[src/logic/i2css_pkg.sv]
/*
 * Shared constants for the I2C slave control/status block: register
 * offsets, bit positions, reset values, interrupt layout, engine states.
 * Assumes a 12-bit Avalon-MM byte address and 32-bit data.
 */
package i2css_pkg;
	// --------------------------------------------------------------
	// register map
	// --------------------------------------------------------------
	localparam int          AW            = 12;
	localparam logic [11:0] OFS_OWN_ADDR  = 12'h800;
	localparam logic [11:0] OFS_CTRL_STAT = 12'h804;
	localparam logic [11:0] OFS_DATA      = 12'h808;
	localparam logic [11:0] OFS_IRQ_STAT  = 12'h820;
	localparam logic [11:0] OFS_IRQ_MASK  = 12'h824;
	localparam logic [11:0] OFS_SEC_ADDR  = 12'h828;
	localparam logic [11:0] OFS_FIFO_DATA = 12'h82C;

	// --------------------------------------------------------------
	// control/status bit positions
	// --------------------------------------------------------------
	localparam int CS_RX_DMA    = 31;
	localparam int CS_TX_DMA    = 30;
	localparam int CS_QCMD_DIR  = 5;
	localparam int CS_QCMD_SEEN = 4;
	localparam int CS_SEC_MATCH = 3;
	localparam int CS_FB_RXFIFO = 2;
	localparam int CS_TREQ_TXF  = 1;
	localparam int CS_RX_REQUEST_EN   = 0;
	localparam int SEC_EN_BIT   = 7;

	// --------------------------------------------------------------
	// interrupt status / mask layout
	// --------------------------------------------------------------
	localparam int IRQ_W      = 4;
	localparam int IRQ_RX_REQ = 0;
	localparam int IRQ_TX_REQ = 1;
	localparam int IRQ_STOP   = 2;
	localparam int IRQ_QCMD   = 3;

	// --------------------------------------------------------------
	// reset values and counts
	// --------------------------------------------------------------
	localparam logic [6:0] OWN_ADDR_RST = 7'h00;
	localparam logic [7:0] SEC_ADDR_RST = 8'h00;
	localparam logic [3:0] BITS_PER_BYTE = 4'h8;
	localparam logic [3:0] TX_LAST_BIT  = 4'h7;

	// --------------------------------------------------------------
	// bus engine states
	// --------------------------------------------------------------
	typedef enum logic [8:0] {
		ST_IDLE     = 9'h001,
		ST_ADDR     = 9'h002,
		ST_ADDR_ACK = 9'h004,
		ST_RX       = 9'h008,
		ST_RX_WAIT  = 9'h010,
		ST_RX_ACK   = 9'h020,
		ST_TX_WAIT  = 9'h040,
		ST_TX       = 9'h080,
		ST_TX_ACK   = 9'h100
	} i2css_state_t;
endpackage

[src/logic/i2css_top.sv]
/*
 * I2C slave with own-address and control/status registers on Avalon-MM.
 * Assumes a master that holds its request until waitrequest is seen low;
 * the pins are open drain with external pull-ups.
 */
// Contract
// - own address field bits 6:0, read/write, reset zero, compared to A6..A0.
// - control/status writes set controls; reads return status flags instead.
// - bit 31 shows receive DMA active, bit 30 transmit DMA active.
// - bit 4 set after a quick command, cleared by normal transfer or read.
// - bit 5 gives quick command direction, one for read, cleared by read.
// - bit 3 set when second own address matched and own address did not, re-evaluated every compare.
// - writing bit 2 enables or disables the receive FIFO.
// - reading bit 2 shows first data byte arrived; cleared when data read.
// - writing bit 1 enables or disables the transmit FIFO.
// - reading bit 1 shows transmit request with clock held low.
// - writing bit 0 enables slave operation; resets to zero.
// - reading bit 0 shows receive data pending with clock held low.
// - data register carries the byte; ignored while a FIFO is enabled.
`timescale 1ns/100ps
module i2css_top
	import i2css_pkg::*;
(
	input  wire logic          CLK_SYS,
	input  wire logic          RESETN,
	input  wire logic [AW-1:0] AVS_ADDRESS,
	input  wire logic          AVS_READ,
	input  wire logic          AVS_WRITE,
	input  wire logic [31:0]   AVS_WRITEDATA,
	input  wire logic [3:0]    AVS_BYTEENABLE,
	output logic      [31:0]   AVS_READDATA,
	output logic               AVS_WAITREQUEST,
	input  wire logic          RX_DMA_ACTIVE,
	input  wire logic          TX_DMA_ACTIVE,
	input  wire logic          SCL_I,
	output logic               SCL_O,
	output logic               SCL_OE,
	input  wire logic          SDA_I,
	output logic               SDA_O,
	output logic               SDA_OE,
	output logic               IRQ
);
	// ------------------------------------------------------------------
	// state
	// ------------------------------------------------------------------
	typedef struct packed {
		i2css_state_t     state;
		logic [3:0]       cnt;
		logic [7:0]       shreg;
		logic             rw, nack, act, got;
		logic [6:0]       own;
		logic [7:0]       sec;
		logic             en, rxf_en, txf_en;
		logic [7:0]       data;
		logic             rx_req, tx_req, first, fb_pend;
		logic             sec_match, qseen, qdir;
		logic             dma_rx, dma_tx;
		logic [IRQ_W-1:0] ists;
		logic [IRQ_W-1:0] imask;
		logic             scl_oe, sda_oe, irq, wait_q;
		logic [31:0]      rdata;
	} i2css_regs_t;
	i2css_regs_t q;
	i2css_regs_t d;
	logic [1:0] pins;
	logic       scl_rise;
	logic       scl_fall;
	logic       start_p;
	logic       stop_p;
	logic       sda_lvl;

	// ------------------------------------------------------------------
	// pin front end
	// ------------------------------------------------------------------
	i2css_sync #(.W(2)) u_sync (
		.clk(CLK_SYS), .rst_n(RESETN), .din({SCL_I, SDA_I}), .dout(pins)
	);
	i2css_cond u_cond (
		.clk(CLK_SYS), .rst_n(RESETN), .scl(pins[1]), .sda(pins[0]),
		.scl_rise(scl_rise), .scl_fall(scl_fall), .start(start_p), .stop(stop_p),
		.sda_lvl(sda_lvl)
	);

	// ------------------------------------------------------------------
	// helpers
	// ------------------------------------------------------------------
	// register read view
	function automatic logic [31:0] rd_value(input i2css_regs_t s, input logic [AW-1:0] a);
		logic fifo;
		fifo     = s.rxf_en | s.txf_en;
		rd_value = 32'h0000_0000;
		case (a)
			OFS_OWN_ADDR:  rd_value = {25'h0, s.own};
			OFS_CTRL_STAT: rd_value = {s.dma_rx, s.dma_tx, 24'h0, s.qdir, s.qseen,
				s.sec_match, s.first, s.tx_req, s.rx_req};
			OFS_DATA:      rd_value = fifo ? 32'h0 : {24'h0, s.data};
			OFS_FIFO_DATA: rd_value = fifo ? {24'h0, s.data} : 32'h0;
			OFS_IRQ_STAT:  rd_value = {28'h0, s.ists};
			OFS_IRQ_MASK:  rd_value = {28'h0, s.imask};
			OFS_SEC_ADDR:  rd_value = {24'h0, s.sec};
			default:       rd_value = 32'h0000_0000;
		endcase
	endfunction

	// access to the byte path currently in use
	function automatic logic data_hit(input i2css_regs_t s, input logic [AW-1:0] a);
		data_hit = (s.rxf_en | s.txf_en) ? (a == OFS_FIFO_DATA) : (a == OFS_DATA);
	endfunction

	// ------------------------------------------------------------------
	// next-state logic
	// ------------------------------------------------------------------
	always_comb begin
		logic             req, done, wr0, sw_rd, sw_wr, m1, m2;
		logic [IRQ_W-1:0] ev, w1c;
		d     = q;
		req   = AVS_READ | AVS_WRITE;
		done  = req & ~q.wait_q;
		wr0   = done & AVS_WRITE & AVS_BYTEENABLE[0];
		sw_rd = done & AVS_READ & data_hit(q, AVS_ADDRESS);
		sw_wr = wr0 & data_hit(q, AVS_ADDRESS);
		m1    = 1'b0;
		m2    = 1'b0;
		ev    = '0;
		w1c   = '0;

		// bus handshake: one wait cycle, then answer for one cycle
		d.wait_q = ~(req & q.wait_q);
		if (AVS_READ && q.wait_q) begin
			d.rdata = rd_value(q, AVS_ADDRESS);
		end
		d.dma_rx = RX_DMA_ACTIVE;
		d.dma_tx = TX_DMA_ACTIVE;

		// software writes and read side effects
		if (wr0) begin
			unique case (AVS_ADDRESS)
				OFS_OWN_ADDR: d.own = AVS_WRITEDATA[6:0];
				OFS_CTRL_STAT: begin
					d.en     = AVS_WRITEDATA[CS_RX_REQUEST_EN];
					d.txf_en = AVS_WRITEDATA[CS_TREQ_TXF];
					d.rxf_en = AVS_WRITEDATA[CS_FB_RXFIFO];
				end
				OFS_IRQ_STAT: w1c = AVS_WRITEDATA[IRQ_W-1:0];
				OFS_IRQ_MASK: d.imask = AVS_WRITEDATA[IRQ_W-1:0];
				OFS_SEC_ADDR: d.sec = AVS_WRITEDATA[7:0];
				default: ;
			endcase
		end
		if (sw_wr) begin
			d.data = AVS_WRITEDATA[7:0];
		end
		if (done && AVS_READ && AVS_ADDRESS == OFS_CTRL_STAT) begin
			d.qseen = 1'b0;
			d.qdir  = 1'b0;
		end
		if (sw_rd) begin
			d.rx_req = 1'b0;
			d.first  = 1'b0;
		end

		// bus engine
		if (start_p && q.en) begin
			d.state  = ST_ADDR;
			d.cnt    = '0;
			d.act    = 1'b0;
			d.scl_oe = 1'b0;
			d.sda_oe = 1'b0;
		end else if (stop_p) begin
			if (q.act) begin
				ev[IRQ_STOP] = 1'b1;
				if (!q.got) begin
					d.qseen       = 1'b1;
					d.qdir        = q.rw;
					ev[IRQ_QCMD]  = 1'b1;
				end
			end
			d.state  = ST_IDLE;
			d.act    = 1'b0;
			d.scl_oe = 1'b0;
			d.sda_oe = 1'b0;
		end else begin
			unique case (q.state)
				ST_IDLE: ;
				ST_ADDR: begin
					if (scl_rise) begin
						d.shreg = {q.shreg[6:0], sda_lvl};
						d.cnt   = q.cnt + 4'h1;
					end else if (scl_fall && q.cnt == BITS_PER_BYTE) begin
						m1 = q.shreg[7:1] == q.own;
						m2 = q.sec[SEC_EN_BIT] && q.shreg[7:1] == q.sec[6:0];
						d.sec_match = m2 & ~m1;
						if (m1 || m2) begin
							d.rw      = q.shreg[0];
							d.act     = 1'b1;
							d.got     = 1'b0;
							d.fb_pend = 1'b1;
							d.sda_oe  = 1'b1;
							d.state   = ST_ADDR_ACK;
						end else begin
							d.state = ST_IDLE;
						end
					end
				end
				ST_ADDR_ACK: begin
					if (scl_fall) begin
						d.sda_oe = 1'b0;
						d.cnt    = '0;
						if (q.rw) begin
							d.scl_oe         = 1'b1;
							d.tx_req         = 1'b1;
							ev[IRQ_TX_REQ]   = 1'b1;
							d.state          = ST_TX_WAIT;
						end else begin
							d.state = ST_RX;
						end
					end
				end
				ST_RX: begin
					if (scl_rise) begin
						d.shreg = {q.shreg[6:0], sda_lvl};
						d.cnt   = q.cnt + 4'h1;
					end else if (scl_fall && q.cnt == BITS_PER_BYTE) begin
						d.data         = q.shreg;
						d.rx_req       = 1'b1;
						d.first        = q.fb_pend;
						d.fb_pend      = 1'b0;
						d.got          = 1'b1;
						d.qseen        = 1'b0;
						d.scl_oe       = 1'b1;
						d.sda_oe       = 1'b1;
						ev[IRQ_RX_REQ] = 1'b1;
						d.state        = ST_RX_WAIT;
					end
				end
				ST_RX_WAIT: begin
					if (sw_rd) begin
						d.scl_oe = 1'b0;
						d.state  = ST_RX_ACK;
					end
				end
				ST_RX_ACK: begin
					if (scl_fall) begin
						d.sda_oe = 1'b0;
						d.cnt    = '0;
						d.state  = ST_RX;
					end
				end
				ST_TX_WAIT: begin
					if (sw_wr) begin
						d.shreg  = AVS_WRITEDATA[7:0];
						d.sda_oe = ~AVS_WRITEDATA[7];
						d.scl_oe = 1'b0;
						d.tx_req = 1'b0;
						d.cnt    = '0;
						d.state  = ST_TX;
					end
				end
				ST_TX: begin
					if (scl_fall) begin
						d.cnt   = q.cnt + 4'h1;
						d.got   = 1'b1;
						d.qseen = 1'b0;
						if (q.cnt == TX_LAST_BIT) begin
							d.sda_oe = 1'b0;
							d.state  = ST_TX_ACK;
						end else begin
							d.shreg  = {q.shreg[6:0], 1'b0};
							d.sda_oe = ~q.shreg[6];
						end
					end
				end
				ST_TX_ACK: begin
					if (scl_rise) begin
						d.nack = sda_lvl;
					end else if (scl_fall) begin
						if (!q.nack) begin
							d.scl_oe       = 1'b1;
							d.tx_req       = 1'b1;
							ev[IRQ_TX_REQ] = 1'b1;
							d.state        = ST_TX_WAIT;
						end else begin
							d.act   = 1'b0;
							d.state = ST_IDLE;
						end
					end
				end
				default: d.state = ST_IDLE;
			endcase
		end

		// disabling the slave abandons any transfer at once
		if (!d.en) begin
			d.state  = ST_IDLE;
			d.act    = 1'b0;
			d.rx_req = 1'b0;
			d.first  = 1'b0;
			d.tx_req = 1'b0;
			d.scl_oe = 1'b0;
			d.sda_oe = 1'b0;
		end

		// sticky events: a set in the clearing cycle wins
		d.ists = (q.ists & ~w1c) | ev;
		d.irq  = |(d.ists & d.imask);
	end

	// ------------------------------------------------------------------
	// state register
	// ------------------------------------------------------------------
	always_ff @(posedge CLK_SYS or negedge RESETN) begin
		if (!RESETN) begin
			q        <= '0;
			q.state  <= ST_IDLE;
			q.own    <= OWN_ADDR_RST;
			q.sec    <= SEC_ADDR_RST;
			q.wait_q <= 1'b1;
		end else begin
			q <= d;
		end
	end

	// ------------------------------------------------------------------
	// outputs
	// ------------------------------------------------------------------
	assign AVS_READDATA    = q.rdata;
	assign AVS_WAITREQUEST = q.wait_q;
	assign SCL_OE          = q.scl_oe;
	assign SDA_OE          = q.sda_oe;
	assign SCL_O           = 1'b0; // open drain only pulls low
	assign SDA_O           = 1'b0;
	assign IRQ             = q.irq;
endmodule

[src/logic/i2css_sync.sv]
/*
 * Two-stage synchroniser for the bus pins.
 * Assumes inputs are asynchronous to clk; idle level of the lines is high.
 */
`timescale 1ns/100ps
module i2css_sync #(
	parameter int W = 2
) (
	input  wire logic         clk,
	input  wire logic         rst_n,
	input  wire logic [W-1:0] din,
	output logic      [W-1:0] dout
);
	typedef struct packed {
		logic [W-1:0] meta;
		logic [W-1:0] sync;
	} i2css_sync_t;

	i2css_sync_t q;
	i2css_sync_t d;

	// first stage feeds only the second
	always_comb begin
		d      = q;
		d.meta = din;
		d.sync = q.meta;
	end

	// idle bus reads high
	always_ff @(posedge clk or negedge rst_n) begin
		if (!rst_n) begin
			q <= '{meta: '1, sync: '1};
		end else begin
			q <= d;
		end
	end

	assign dout = q.sync;
endmodule

[src/logic/i2css_cond.sv]
/*
 * Edge and bus-condition detector: finds SCL edges and START/STOP.
 * Assumes scl and sda already synchronised to clk.
 */
`timescale 1ns/100ps
module i2css_cond (
	input  wire logic clk,
	input  wire logic rst_n,
	input  wire logic scl,
	input  wire logic sda,
	output logic      scl_rise,
	output logic      scl_fall,
	output logic      start,
	output logic      stop,
	output logic      sda_lvl
);
	typedef struct packed {
		logic scl;
		logic sda;
	} i2css_cond_t;

	i2css_cond_t q;
	i2css_cond_t d;

	// remember last sample of each line
	always_comb begin
		d     = q;
		d.scl = scl;
		d.sda = sda;
	end

	always_ff @(posedge clk or negedge rst_n) begin
		if (!rst_n) begin
			q <= '{scl: 1'b1, sda: 1'b1};
		end else begin
			q <= d;
		end
	end

	// sda moving while scl high marks start or stop
	assign scl_rise = scl & ~q.scl;
	assign scl_fall = ~scl & q.scl;
	assign start    = scl & q.scl & q.sda & ~sda;
	assign stop     = scl & q.scl & ~q.sda & sda;
	assign sda_lvl  = sda;
endmodule

[config.mk]
export PLATFORM = sky130hd
export DESIGN_NAME = i2css_top
export DESIGN_NICKNAME = d
export VERILOG_FILES = /design/src/logic/i2css_pkg.sv /design/src/logic/i2css_top.sv /design/src/logic/i2css_sync.sv /design/src/logic/i2css_cond.sv
export SDC_FILE = /design/constraint.sdc
export NUM_CORES = 1
export LEC_CHECK = 0
export BUFFER_PORTS_ARGS = -buffer_cell sky130_fd_sc_hd__buf_2
export CORE_MARGIN = 2
export CORE_UTILIZATION = 45
export CTS_CLUSTER_DIAMETER = 80
export DETAILED_ROUTE_END_ITERATION = 7
export GPL_ROUTABILITY_DRIVEN = 1
export HOLD_SLACK_MARGIN = 0.15
export PLACE_DENSITY = 0.69
export SKIP_LAST_GASP = 1
export SYNTH_ARGS = -nofsm -noshare
export SYNTH_HDL_FRONTEND = slang
export SYNTH_HIERARCHICAL = 1
export SYNTH_SLANG_ARGS = --single-unit
[constraint.sdc]
create_clock -name CLK_SYS -period 2.2 [get_ports CLK_SYS]
set_input_delay 0.33 -clock CLK_SYS [delete_from_list [all_inputs] [get_ports CLK_SYS]]
set_output_delay 0.33 -clock CLK_SYS [all_outputs]
set_load 0.02 [all_outputs]
==> impl_metrics.env <==
export IMPL_cts_tree="built"
export IMPL_grt_pass1_vias=4194
export IMPL_antenna_found_initial=0
export IMPL_hold_depth=2
export IMPL_min_path_type="input pin to flip-flop"
export IMPL_path_cells="or4_4 > a21bo_4 > o31ai_4 > o2111ai_4 > or4_1 > a21oi_1"
export IMPL_utilization=0.5704
export IMPL_tns_ns=-0.3955
export IMPL_ios=94
export IMPL_clock_skew_ns=0.01288
export IMPL_vias=4453
export IMPL_worstHoldStart="AVS_WRITEDATA[6]"
export IMPL_met1Wirelength_um=6136
export IMPL_io_buffers=42
export IMPL_vdd_drop_max_mv=0.3874
export IMPL_grt_max_degree=49
export IMPL_fillers=921
export IMPL_power_density_mw_per_mm2=470.9
export IMPL_worstPathMaxFanout=4
export IMPL_finalMaxSlewViolations=0
export IMPL_drt_vias_per_instance=5.738
export IMPL_regArea_mm2=0.002217
export IMPL_layout_commonest_cell="buf_4"
export IMPL_wl_met3_um=820
export IMPL_clock_root_buffer="clkbuf_8"
export IMPL_cts_made_buffers=9
export IMPL_gp_congestion=0.9793
export IMPL_synth_edff_count=0
export IMPL_cts_sinks=88
export IMPL_cts_max_level=3
export IMPL_yosysWarnings=6
export IMPL_start_util=0.4623
export IMPL_fin_area_mm2=0.006211
export IMPL_ant_nets=0
export IMPL_crit_path_end_kind="flip-flop"
export IMPL_cp_arrival_ns=2.65
export IMPL_clock_latency_ns=0.38
export IMPL_status="finished with violations"
export IMPL_die_width_um=109.8
export IMPL_wl_met2_um=6543
export IMPL_dr_pass1_iters=6
export IMPL_dp_hpwl_um=10190
export IMPL_fin_cells=776
export IMPL_diodes=0
export IMPL_async_reset_ff_frac=1.000
export IMPL_overflow=0
export IMPL_holdPathEnd="q[78]$_DFFE_PN0P_"
export IMPL_synth_seq_cells=88
export IMPL_avgRoutedWirePerCell_um=17.90
export IMPL_avgSynthCellArea_um2=9.699
export IMPL_clock_path_buffers=2
export IMPL_rsz0062_at_grt="true"
export IMPL_hold_viol_final=0
export IMPL_finalCriticalPeriod_ns=2.350
export IMPL_p_leak_nw=2.857
export IMPL_reg2reg_from="q[61]$_DFFE_PN0P_"
export IMPL_ys_types=64
export IMPL_whs_ns=0.2489
export IMPL_cp_data_required_time_ns=2.50
export IMPL_tightest_slew_ns=0.5282
export IMPL_finalNetCount=689
export IMPL_multi_input_area_mm2=0.002654
export IMPL_synth_flop_cell="dfrtp_1"
export IMPL_slew_headroom=0.6479
export IMPL_cp_top_family="simple AND/OR/NAND/NOR gates"
export IMPL_timing_fmax_ghz=0.4256
export IMPL_min_period_over_period=1.068
export IMPL_path_buf_inv=0
export IMPL_drcViolationCount=0
export IMPL_slowest_stage="or4_1"
export IMPL_coreArea_mm2=0.01089
export IMPL_drtIter0Drc=356
export IMPL_setup_viol=4
export IMPL_start_kind="flip-flop"
export IMPL_failed_checks="negative setup slack"
export IMPL_grt_util_all_layers=0.2403
export IMPL_r2r_end="q[93]$_DFFE_PN0P_"
export IMPL_dp_worst_setup_slack_ns=-0.2218
export IMPL_topRoutingLayerUsed="met4"
export IMPL_place_area_mm2=0.005786
export IMPL_drv_cap=0
export IMPL_synth_cells=519
export IMPL_fin_ws_ns=-0.1496
export IMPL_drive_gt1_frac=0.3475
export IMPL_critical_path_class="flip-flop to flip-flop"
export IMPL_power_mw=2.925
export IMPL_r2r_slack_ns=-0.15
export IMPL_final_cell_mix="80 x buf_4, 76 x dfrtp_1, 69 x nand2_1"
export IMPL_rows=38
export IMPL_ys_seq_area_frac=0.4395
export IMPL_grt_pass1_wl_um=21790
export IMPL_clk_pin_slew_ns=0.10
export IMPL_totalWireLength_um=13890
export IMPL_dp_cells=747
export IMPL_die_h_um=109.8
export IMPL_syn_cell_area_mm2=0.005034
export IMPL_slowest_delay_ns=0.55
export IMPL_r2r_cells=6
export IMPL_syn_to_final_growth_pct=23.39
export IMPL_dieArea_mm2=0.01205
routing by layer:
layer	global-route usage	vias to the layer above
met5	0	-
met4	0.09584	0
met3	0.03972	37
met2	0.3792	193
met1	0.3302	2174
li1	-	2049
where the power goes:
group / switching, mW / internal, mW
clock network: 0.645 / 0.427
registers: 0.00621 / 1.63
logic: 0.147 / 0.0669
total: 0.798 / 2.13
registers in the layout, indices dropped and copies added (netlist names):
| signal | flops |
|---|---|
| IRQ | 1 |
| SDA_OE | 1 |
| SCL_OE | 1 |
| AVS_READDATA | 10 |
| u_cond/q | 2 |
| u_sync/d | 2 |
| AVS_WAITREQUEST | 1 |
| u_sync/dout | 2 |
| q | 68 |
worst max path at each step:
stage | start | to | slack [ns] | cells after the start
3_5_place_dp | AVS_ADDRESS[2] | q[94]$_DFFE_PN0P_ | -0.22 | 7
2_1_floorplan | AVS_ADDRESS[1] | IRQ$_DFF_PN0_ | 0.008 | 7
3_3_place_gp | AVS_ADDRESS[2] | q[94]$_DFFE_PN0P_ | -0.17 | 7
6_report | q[61]$_DFFE_PN0P_ | q[93]$_DFFE_PN0P_ | -0.15 | 6
4_1_cts | q[61]$_DFFE_PN0P_ | q[94]$_DFFE_PN0P_ | -0.14 | 6
5_1_grt | q[61]$_DFFE_PN0P_ | q[93]$_DFFE_PN0P_ | -0.19 | 6
synthesized netlist by cell type, types with 2 or more instances:
| master | count | share of area |
|---|---|---|
| ha_1 | 2 | 0.0050 |
| nor4_2 | 5 | 0.012 |
| nor3_1 | 13 | 0.013 |
| nor2b_1 | 8 | 0.0099 |
| dfstp_2 | 8 | 0.042 |
| or3_1 | 5 | 0.0062 |
| nand4_1 | 8 | 0.0099 |
| o32ai_1 | 2 | 0.0035 |
| nor4_1 | 6 | 0.0075 |
| a221oi_1 | 3 | 0.0052 |
| xor2_1 | 10 | 0.017 |
| o21ai_0 | 32 | 0.032 |
| mux2i_1 | 10 | 0.020 |
| a22oi_1 | 3 | 0.0045 |
| a22o_1 | 8 | 0.014 |
| a222oi_1 | 5 | 0.0099 |
| a31oi_1 | 3 | 0.0037 |
| o2bb2ai_1 | 2 | 0.0035 |
| xnor2_1 | 8 | 0.014 |
| buf_4 | 35 | 0.052 |
| dfrtp_1 | 80 | 0.40 |
| or4_1 | 3 | 0.0045 |
| and4_1 | 2 | 0.0035 |
| a21o_1 | 6 | 0.0089 |
| nor2_1 | 23 | 0.017 |
| buf_2 | 9 | 0.0089 |
| nand3b_1 | 3 | 0.0045 |
| clkbuf_1 | 11 | 0.0082 |
| and2_1 | 5 | 0.0062 |
| nand2_1 | 69 | 0.051 |
| a21oi_1 | 27 | 0.027 |
| inv_1 | 10 | 0.0075 |
| nand2b_1 | 3 | 0.0037 |
| a211o_1 | 2 | 0.0035 |
| o211ai_1 | 4 | 0.0060 |
| and3_1 | 6 | 0.0075 |
| nand3_1 | 20 | 0.020 |
| mux2_2 | 33 | 0.074 |
| and4b_1 | 2 | 0.0040 |
area by class of cell:
type / count / area share
flip-flops and latches: 88 / 0.3570
clock inverters: 6 / 0.008058
multi-input cells: 389 / 0.4273
well taps: 140 / 0.02820
repair buffers: 133 / 0.1529
inverters: 10 / 0.006044
clock buffers: 10 / 0.02055
timing repair:
action | in CTS | in global routing
pin swaps | 2 | 14
endpoints found under the hold margin | 38 | 0
buffers inserted | 2 | 4
gates resized for setup | 6 | 26
setup endpoints to repair | 19 | 32
hold buffers | 7 | 0
cell families after synthesis:
logic type / after synthesis / share of synthesized area
mux: 43 / 0.09371
xor+xnor: 18 / 0.03132
buf+inv: 65 / 0.07681
other cells: 1 / 0.0007450
fa+ha+maj: 2 / 0.004971
simple gates: 193 / 0.2036
compound gates: 109 / 0.1494
flops: 88 / 0.4395
Note: power is estimated with default switching activity, not from simulation.
